<file path="config.mk">
export PLATFORM = sky130hd
export DESIGN_NAME = mhi_ready_irq
export DESIGN_NICKNAME = d
export VERILOG_FILES = /design/src/design/mhi_pkg.sv /design/src/design/mhi_ready_irq.sv /design/src/design/mhi_sync2.sv
export SDC_FILE = /design/constraint.sdc
export NUM_CORES = 1
export LEC_CHECK = 0
export BUFFER_PORTS_ARGS = -buffer_cell sky130_fd_sc_hd__buf_2
export CAP_MARGIN = 5
export CORE_AREA = 8 8 126 128
export CTS_CLUSTER_DIAMETER = 40
export CTS_CLUSTER_SIZE = 28
export DETAILED_ROUTE_END_ITERATION = 10
export DIE_AREA = 0 0 134 136
export PLACE_DENSITY = 0.53
export SETUP_SLACK_MARGIN = 0.15
export SYNTH_ARGS = -nofsm -noshare
export SYNTH_HDL_FRONTEND = slang
export SYNTH_HIERARCHICAL = 1
export SYNTH_SLANG_ARGS = --single-unit
</file>
<file path="constraint.sdc">
create_clock -name mclk -period 1.4 [get_ports mclk]
set_input_delay 0.07 -clock mclk [delete_from_list [all_inputs] [get_ports mclk]]
set_output_delay 0.07 -clock mclk [all_outputs]
set_load 0.05 [all_outputs]
</file>
<file path="src/design/mhi_pkg.sv">
// Constants and types for the mailbox readiness interrupt block
package mhi_pkg;

	localparam int ADDR_W    = 13;
	localparam int DATA_W    = 32;
	localparam int NUM_CH    = 124;
	localparam int FRAME_BIT = 12;

	// Register offsets inside a frame
	localparam logic [11:0] OFF_STATUS = 12'hf90;
	localparam logic [11:0] OFF_CLEAR  = 12'hf94;
	localparam logic [11:0] OFF_ENABLE = 12'hf98;

	// Frame select value of address bit 12
	localparam logic FRAME_SENDER   = 1'b0;
	localparam logic FRAME_RECEIVER = 1'b1;

	// Field positions in status, clear and enable words
	localparam int BIT_GAINED = 0;
	localparam int BIT_LOST   = 1;
	localparam int BIT_COMB   = 2;

	// Values after reset
	localparam logic [1:0]  RST_EVENT_EN = 2'h0;
	localparam logic [1:0]  RST_FLAGS    = 2'h0;
	localparam logic        RST_COMB_EN  = 1'b1;
	localparam logic [31:0] RST_RDATA    = 32'h0000_0000;
	localparam logic        RST_SYNC     = 1'b0;

	typedef struct packed {
		logic              read;
		logic              write;
		logic [ADDR_W-1:0] address;
		logic [DATA_W-1:0] writedata;
		logic [3:0]        byteenable;
	} mhi_av_req_t;

	typedef struct packed {
		logic [DATA_W-1:0] readdata;
		logic              waitrequest;
	} mhi_av_rsp_t;

endpackage : mhi_pkg

</file>
<file path="src/design/mhi_ready_irq.sv">
// Sender and receiver frame interrupt status, clear and enable registers
//
// Operation
// - Combined bit 2 set while any channel pends
// - Combined bit cleared only via channel sources
// - Status bit 1 latches ready-lost event
// - Status bit 0 latches ready-gained event
// - Clear bit 1 one clears ready-lost flag
// - Clear bit 0 one clears ready-gained flag
// - Zeros ignored; clear write-only; upper bits ignored
// - Enable bit 2 read-only, reads one in sender frame, zero in receiver frame
// - Enable bit 1 ready-lost, resets zero
// - Enable bit 0 ready-gained, resets zero
// - Event interrupt raised only while enabled
// - Receiver clear register writes do nothing
// - Readiness flag one means receiver accepts
`timescale 1ns/1ps
module mhi_ready_irq (
	input  wire logic               mclk,
	input  wire logic               rst,
	input  wire mhi_pkg::mhi_av_req_t av_req,
	output mhi_pkg::mhi_av_rsp_t    av_rsp,
	input  wire logic               receiver_can_accept,
	input  wire logic [123:0]       sender_chan_pending,
	input  wire logic [123:0]       receiver_chan_pending,
	output logic                    sender_irq,
	output logic                    receiver_irq
);
	import mhi_pkg::*;

	logic       ready_sync;
	logic       ready_prev;
	logic       ready_lost_event;
	logic       ready_gained_event;
	logic [1:0] event_flags;
	logic [1:0] event_en;
	logic       any_sender_pending;
	logic       any_receiver_pending;
	logic       access;
	logic       wr_hit;
	logic       rd_hit;
	logic       sel_frame;
	logic [11:0] sel_off;
	logic       clr_lost;
	logic       clr_gained;
	logic [31:0] next_rdata;
	logic       wait_q;
	logic [31:0] rdata_q;

	// Readiness comes from the receiver side, possibly another clock
	mhi_sync2 u_ready_sync (
		.mclk     (mclk),
		.rst      (rst),
		.async_in (receiver_can_accept),
		.sync_out (ready_sync)
	);

	always_ff @(posedge mclk) begin
		if (rst) begin
			ready_prev <= RST_SYNC;
		end else begin
			ready_prev <= ready_sync;
		end
	end

	assign ready_lost_event   = ready_prev & ~ready_sync;
	assign ready_gained_event = ~ready_prev & ready_sync;

	// Bus decode; a write completes on the edge where waitrequest is low, read data is captured on the edge where it is high
	assign access    = av_req.read | av_req.write;
	assign wr_hit    = av_req.write & ~av_rsp.waitrequest;
	assign rd_hit    = av_req.read & av_rsp.waitrequest;
	assign sel_frame = av_req.address[FRAME_BIT];
	assign sel_off   = av_req.address[11:0];

	assign clr_lost   = wr_hit && sel_frame == FRAME_SENDER && sel_off == OFF_CLEAR
		&& av_req.byteenable[0] && av_req.writedata[BIT_LOST];
	assign clr_gained = wr_hit && sel_frame == FRAME_SENDER && sel_off == OFF_CLEAR
		&& av_req.byteenable[0] && av_req.writedata[BIT_GAINED];

	// Waitrequest drops for one cycle per request
	always_ff @(posedge mclk) begin
		if (rst) begin
			wait_q <= 1'b1;
		end else if (access && wait_q) begin
			wait_q <= 1'b0;
		end else begin
			wait_q <= 1'b1;
		end
	end

	// Sticky event flags; a new event wins over a clear
	always_ff @(posedge mclk) begin
		if (rst) begin
			event_flags <= RST_FLAGS;
		end else begin
			event_flags[BIT_LOST]   <= ready_lost_event
				| (event_flags[BIT_LOST] & ~clr_lost);
			event_flags[BIT_GAINED] <= ready_gained_event
				| (event_flags[BIT_GAINED] & ~clr_gained);
		end
	end

	// Sender enables; receiver frame holds no writable enable here
	always_ff @(posedge mclk) begin
		if (rst) begin
			event_en <= RST_EVENT_EN;
		end else if (wr_hit && sel_frame == FRAME_SENDER && sel_off == OFF_ENABLE
			&& av_req.byteenable[0]) begin
			event_en[BIT_LOST]   <= av_req.writedata[BIT_LOST];
			event_en[BIT_GAINED] <= av_req.writedata[BIT_GAINED];
		end
	end

	// Combined summaries follow the channel sources only
	always_ff @(posedge mclk) begin
		if (rst) begin
			any_sender_pending   <= 1'b0;
			any_receiver_pending <= 1'b0;
		end else begin
			any_sender_pending   <= |sender_chan_pending;
			any_receiver_pending <= |receiver_chan_pending;
		end
	end

	// Interrupt outputs
	always_ff @(posedge mclk) begin
		if (rst) begin
			sender_irq   <= 1'b0;
			receiver_irq <= 1'b0;
		end else begin
			sender_irq   <= (|(event_flags & event_en))
				| (any_sender_pending & RST_COMB_EN);
			receiver_irq <= any_receiver_pending & RST_COMB_EN;
		end
	end

	// Read mux; reserved and unmapped locations read zero
	always_comb begin
		next_rdata = 32'h0000_0000;
		if (sel_frame == FRAME_SENDER) begin
			unique case (sel_off)
				OFF_STATUS: begin
					next_rdata[BIT_COMB]   = any_sender_pending;
					next_rdata[BIT_LOST]   = event_flags[BIT_LOST];
					next_rdata[BIT_GAINED] = event_flags[BIT_GAINED];
				end
				OFF_ENABLE: begin
					next_rdata[BIT_COMB]   = RST_COMB_EN;
					next_rdata[BIT_LOST]   = event_en[BIT_LOST];
					next_rdata[BIT_GAINED] = event_en[BIT_GAINED];
				end
				default: begin
					next_rdata = 32'h0000_0000;
				end
			endcase
		end else if (sel_off == OFF_STATUS) begin
			next_rdata[BIT_COMB] = any_receiver_pending;
		end
	end

	always_ff @(posedge mclk) begin
		if (rst) begin
			rdata_q <= RST_RDATA;
		end else if (rd_hit) begin
			rdata_q <= next_rdata;
		end
	end

	assign av_rsp = '{readdata: rdata_q, waitrequest: wait_q};
endmodule : mhi_ready_irq

</file>
<file path="src/design/mhi_sync2.sv">
// Two-stage level synchroniser
`timescale 1ns/1ps
module mhi_sync2 (
	input  wire logic mclk,
	input  wire logic rst,
	input  wire logic async_in,
	output logic      sync_out
);
	import mhi_pkg::*;

	logic meta;

	always_ff @(posedge mclk) begin
		if (rst) begin
			meta     <= RST_SYNC;
			sync_out <= RST_SYNC;
		end else begin
			meta     <= async_in;
			sync_out <= meta;
		end
	end

endmodule : mhi_sync2

</file>
== Word level (Yosys, flattened, before mapping) ==
Index checks and enable logic that the tools add are counted.
Storage, ports and cells
  output and inout bits: 35
  register bits after elaboration: 15
  bits of input ports: 302
Cells by class
  bitwise operators: 17
  eq/ne operators: 3
  muxes and demuxes: 5
  reductions and logical operators: 11
Operators by type and width (count)
  124-bit OR reduction: 2
  12-bit == test (second input constant): 3
  1-bit logical AND: 8
  1-bit AND: 6
  1-bit NOT: 6
  3-bit one-hot mux with 2 select lines: 1
  1-bit OR: 4
  1-bit two-way mux: 3
  2-bit AND: 1
  2-bit two-way mux: 1
  2-bit OR reduction: 1

== Depth between registers and ports, before layout ==
  depth in word-level cells: 9
  depth in mapped cells: 4
  depth with buffers taken out: 4

== Hierarchy ==
Netlist, hierarchy kept.
Modules (own cells, without submodules)
  mhi_ready_irq: cells each 177, area an instance 1321.3 µm², seq. area each 260.2 µm², times used 1
  mhi_sync2: cells each 4, area an instance 52.6 µm², seq. area each 40.0 µm², times used 1

== Worst setup path after synthesis ==
No wires, ideal clock.
  path type: register -> register
  start point: reg wait_q
  end point: reg event_flags[0]
  setup time: 0.137 ns
  setup slack: 0.167 ns
  data arrival time: 1.096 ns
  period minus slack after synthesis: 1.233 ns
  cell stages (with the launch flop): 4
  cells stage by stage: dfxtp_1 > nor4bb_1 > nor4b_1 > a311oi_1
On the way
  cells in the longest elaborated chain, start to end: 9
Ends and longest elaborated chain
  start: declaration: line mhi_ready_irq.sv:47  | logic wait_q;
  start signal: assignment: line mhi_ready_irq.sv:84  | wait_q <= 1'b1;
  start signal: assignment: line mhi_ready_irq.sv:86  | wait_q <= 1'b0;
  start signal: assignment: line mhi_ready_irq.sv:88  | wait_q <= 1'b1;
  1-bit NOT: line mhi_ready_irq.sv:71  | assign wr_hit = av_req.write & ~av_rsp.waitrequest;
  1-bit AND: line mhi_ready_irq.sv:71
  1-bit logical AND (2 in series): line mhi_ready_irq.sv:78  | assign clr_gained = wr_hit && sel_frame == FRAME_SENDER && sel_off == OFF_CLEAR
  1-bit logical AND (2 in series): line mhi_ready_irq.sv:79  | && av_req.byteenable[0] && av_req.writedata[BIT_GAINED];
  1-bit NOT: line mhi_ready_irq.sv:100  | | (event_flags[BIT_GAINED] & ~clr_gained);
  1-bit AND: line mhi_ready_irq.sv:100
  1-bit OR: line mhi_ready_irq.sv:100
  end signal: indexed assignment: line mhi_ready_irq.sv:97  | event_flags[BIT_LOST] <= ready_lost_event
  end signal: indexed assignment: line mhi_ready_irq.sv:99  | event_flags[BIT_GAINED] <= ready_gained_event
  end: declaration: line mhi_ready_irq.sv:35  | logic [1:0] event_flags;
Every way passes these cells.
A chain may end at the register's enable or synchronous reset.

== Worst setup path in the final report ==
  start point: reg wait_q
  end point: reg event_en[1]
On the way
  cells in the longest elaborated chain, start to end: 5
Ends and longest elaborated chain
  1-bit NOT: line mhi_ready_irq.sv:71
  1-bit AND: line mhi_ready_irq.sv:71
  1-bit logical AND (2 in series): line mhi_ready_irq.sv:108  | end else if (wr_hit && sel_frame == FRAME_SENDER && sel_off == OFF_ENABLE
  1-bit logical AND: line mhi_ready_irq.sv:109  | && av_req.byteenable[0]) begin
  end signal: indexed assignment: line mhi_ready_irq.sv:110  | event_en[BIT_LOST] <= av_req.writedata[BIT_LOST];
  end signal: indexed assignment: line mhi_ready_irq.sv:111  | event_en[BIT_GAINED] <= av_req.writedata[BIT_GAINED];
  end: declaration: line mhi_ready_irq.sv:36  | logic [1:0] event_en;
Every way passes these cells.

==> impl_metrics.toml <==
[die]
fp.dieH_um = 136
dieArea_mm2 = 0.0182
rows = 44
coreArea_mm2 = 0.0140
io_pins = 337
start_util_pct = 9.79
die_w_um = 134

[clock_network]
max-clock-path-buffers = 2
post_cts_buffers = 0
clk_latency_ns = 0.25
path_clk_slew_ns = 0.05
htree_levels = 1
cts_tree = "yes"
root_buffer = "clkbuf_16"
cts_num_sinks = 15
cts_buffers = 3

[sta]
slew_viol_final = 0
period_minus_slack_ns = 1.32
skew_ns = 0.00179
max_freq_mhz = 759
rsz0062_at_grt = "yes"
final.period_utilization_pct = 94.1
setup_viol = 0
final_hold_viol_count = 0

[worst_setup_path]
crit_type = "reg2reg"
cp.required_ns = 1.58
critical-path-max-stage-delay_ns = 0.32
r2r_start = "wait_q"
cp-start-kind = "register"
end_kind = "register"
critPathArrivalTime_ns = 1.50
cp_cell_sequence = "nor4bb_2 > buf_4 > buf_6 > and4_4 > nand3_2 > a21oi_1"
crit_slowest_cell = "dfxtp_2"
cp_max_fo = 2
r2r_setup_slack_ns = 0.08
reg2reg_to = "event_en[1]"
rr_worst_depth = 6

[route]
wl_per_cell_um = 14.7
routed_via_density = 3.75
ant_nets = 0
num_vias = 2441
drc = 0
firstDrtPassIters = 4
drt-total-wl_um = 9600
drtIter0Drc = 90

[logic_synthesis]
ys.flop_type = "dfxtp_1"
yosys.area.top_type = "nor4_1"
ys_top_cells_by_count = "67 x nor4_1, 30 x buf_4, 15 x dfxtp_1, 15 x nand4_1, 7 x a21oi_1"
async_flop_share_pct = 0
post_synth_inst_count = 181
ys_top_cells_by_area = "nor4_1 31%, dfxtp_1 22%, buf_4 16%"
ys_types = 26
synth_area_mm2 = 0.00137
netlist.area_leader.share_pct = 30.5
synth_edf_count = 0
avgSynthCellArea_um2 = 7.59
yosysMostFrequentCell = "nor4_1"
synth-seq-cells = 15
seq_area_frac_synth_pct = 21.9
ys_warn_count = 6

[finish]
fillCellCount = 1611
final_cells = 651
area_growth_pct = 123
nets = 770
diodes = 0
regArea_um2 = 302
drive_above_1_share_pct = 65.1
final_area_mm2 = 0.00307
multiInputGateArea_um2 = 981

[pwr]
p_leak_nw = 1.55
power_density_mw_per_mm2 = 550
netSwitchingFraction_pct = 32.5
p_switching_uw = 549
ir_worst_vdd_uv = 297
combPwrFrac_pct = 40.7
pwr-share-clk_pct = 32.7
p_seq_share_pct = 26.7
intPower_mw = 1.14
p_total_mw = 1.69

[placement]
dpl_cell_area_mm2 = 0.00294
dp_cells = 647
hpwl_um = 9050
portBuffers = 274
place.gp.congestion = 0.775

[hold_path]
min_path_cells = 2
hp-start = "receiver_can_accept"
holdPathEnd = "u_ready_sync/meta"
hp-class = "in2reg"

[global_routing]
grt_max_degree = 14
grt_overflow = 0
antenna_found_initial = 0
grt_pass1_wl_um = 13800
grt_pass1_vias = 2764
gr-usage-all-layers_pct = 9.39

[status]
status = "finished, final reports clean"

[run]
max-cap-violations = 0
sequential cells by signal, summed over array words and instances (netlist names):
| register | count |
|---|---|
| any_receiver_pending | 1 |
| any_sender_pending | 1 |
| event_en | 2 |
| event_flags | 2 |
| rdata_q | 3 |
| ready_prev | 1 |
| receiver_irq | 1 |
| sender_irq | 1 |
| u_ready_sync/meta | 1 |
| u_ready_sync/sync_out | 1 |
| wait_q | 1 |
stage by stage:
step	util, %	hold WS (ns)	setup WS, ns	TNS, ns
6_report	21.9	0.0339	0.0832	0
5_1_grt	21.9	0.0571	-0.000173	-0.000173
4_1_cts	21.7	0.0336	0.0632	0
3_5_place_dp	20.9	0.302	-0.0738	-0.0738
3_3_place_gp	20.9	0.293	-0.0570	-0.0677
2_1_floorplan	-	0.142	0.167	0
critical path, delay by kind of cell (launching register included):
family                 cells  cell delay [ns]
and+or+nand+nor            3             0.56
DFF                        1             0.32
buffers and inverters      2             0.26
AOI/OAI and AO/OA          1             0.12
worst max-delay path by stage:
stage | start | end | slack (ns) | depth (start not counted)
final | wait_q | event_en[1] | 0.08 | 6
after global routing | wait_q | event_en[1] | -0.0002 | 6
after CTS | wait_q | event_en[1] | 0.06 | 6
after detailed placement | receiver_chan_pending[3] | any_receiver_pending | -0.07 | 7
after global placement | receiver_chan_pending[47] | any_receiver_pending | -0.06 | 7
after floorplan | wait_q | event_flags[0] | 0.17 | 3
layout by cell type, fill, tap and decap left out, drive strengths merged:
cell,count
clkinv,1
nor4,67
conb,29
a311oi,1
inv,3
nand3b,1
a21oi,7
o21ai,6
and4bb,1
a221oi,1
clkbuf,3
nand2,5
dfxtp,15
and4,2
nor2b,6
a22o,1
nand3,6
nor4b,1
nand4,15
mux2i,2
nor2,5
nor4bb,1
or4b,1
buf,286
o211ai,1
cells by family after synthesis:
family | share of synthesized area, %
AND/OR/NAND/NOR | 51.5
buffers and inverters | 17.8
AO/OA/AOI/OAI | 7.20
flip-flops | 21.9
multiplexers | 1.46
other | 0.273
power groups by stage:
stage / Sequential, mW / Combinational, mW / Clock (mW)
after global routing: 0.451 / 0.743 / 0.585
final: 0.450 / 0.687 / 0.552
after detailed placement: 0.458 / 0.677 / 0
after global placement: 0.458 / 0.674 / 0
after CTS: 0.450 / 0.683 / 0.568
after floorplan: 0.468 / 0.314 / 0
metal layers:
metal / global-route usage, % / up-vias / part of all wire (%)
li1: - / 1259 / -
met1: 12.3 / 1071 / 45
met2: 15.8 / 105 / 50
met3: 1.66 / 6 / 4.5
met4: 1.87 / 0 / 0.65
met5: 0 / - / 0
cell type report:
type | instances | area share, %
multi-input cells | 159 | 32.0
flip-flops and latches | 15 | 9.82
well taps | 184 | 7.50
inverters | 3 | 0.367
clock buffers | 3 | 2.45
clock inverters | 1 | 0.163
repair buffers | 286 | 47.7
repair_timing:
action                                 in CTS  in global routing
hold buffers                                0                  0
endpoints found under the hold margin       0                  0
setup endpoints to repair                   4                  7
gates resized for setup                     7                  7
pin swaps                                   6                  6
No activity file was read; power rests on OpenSTA's default activity.
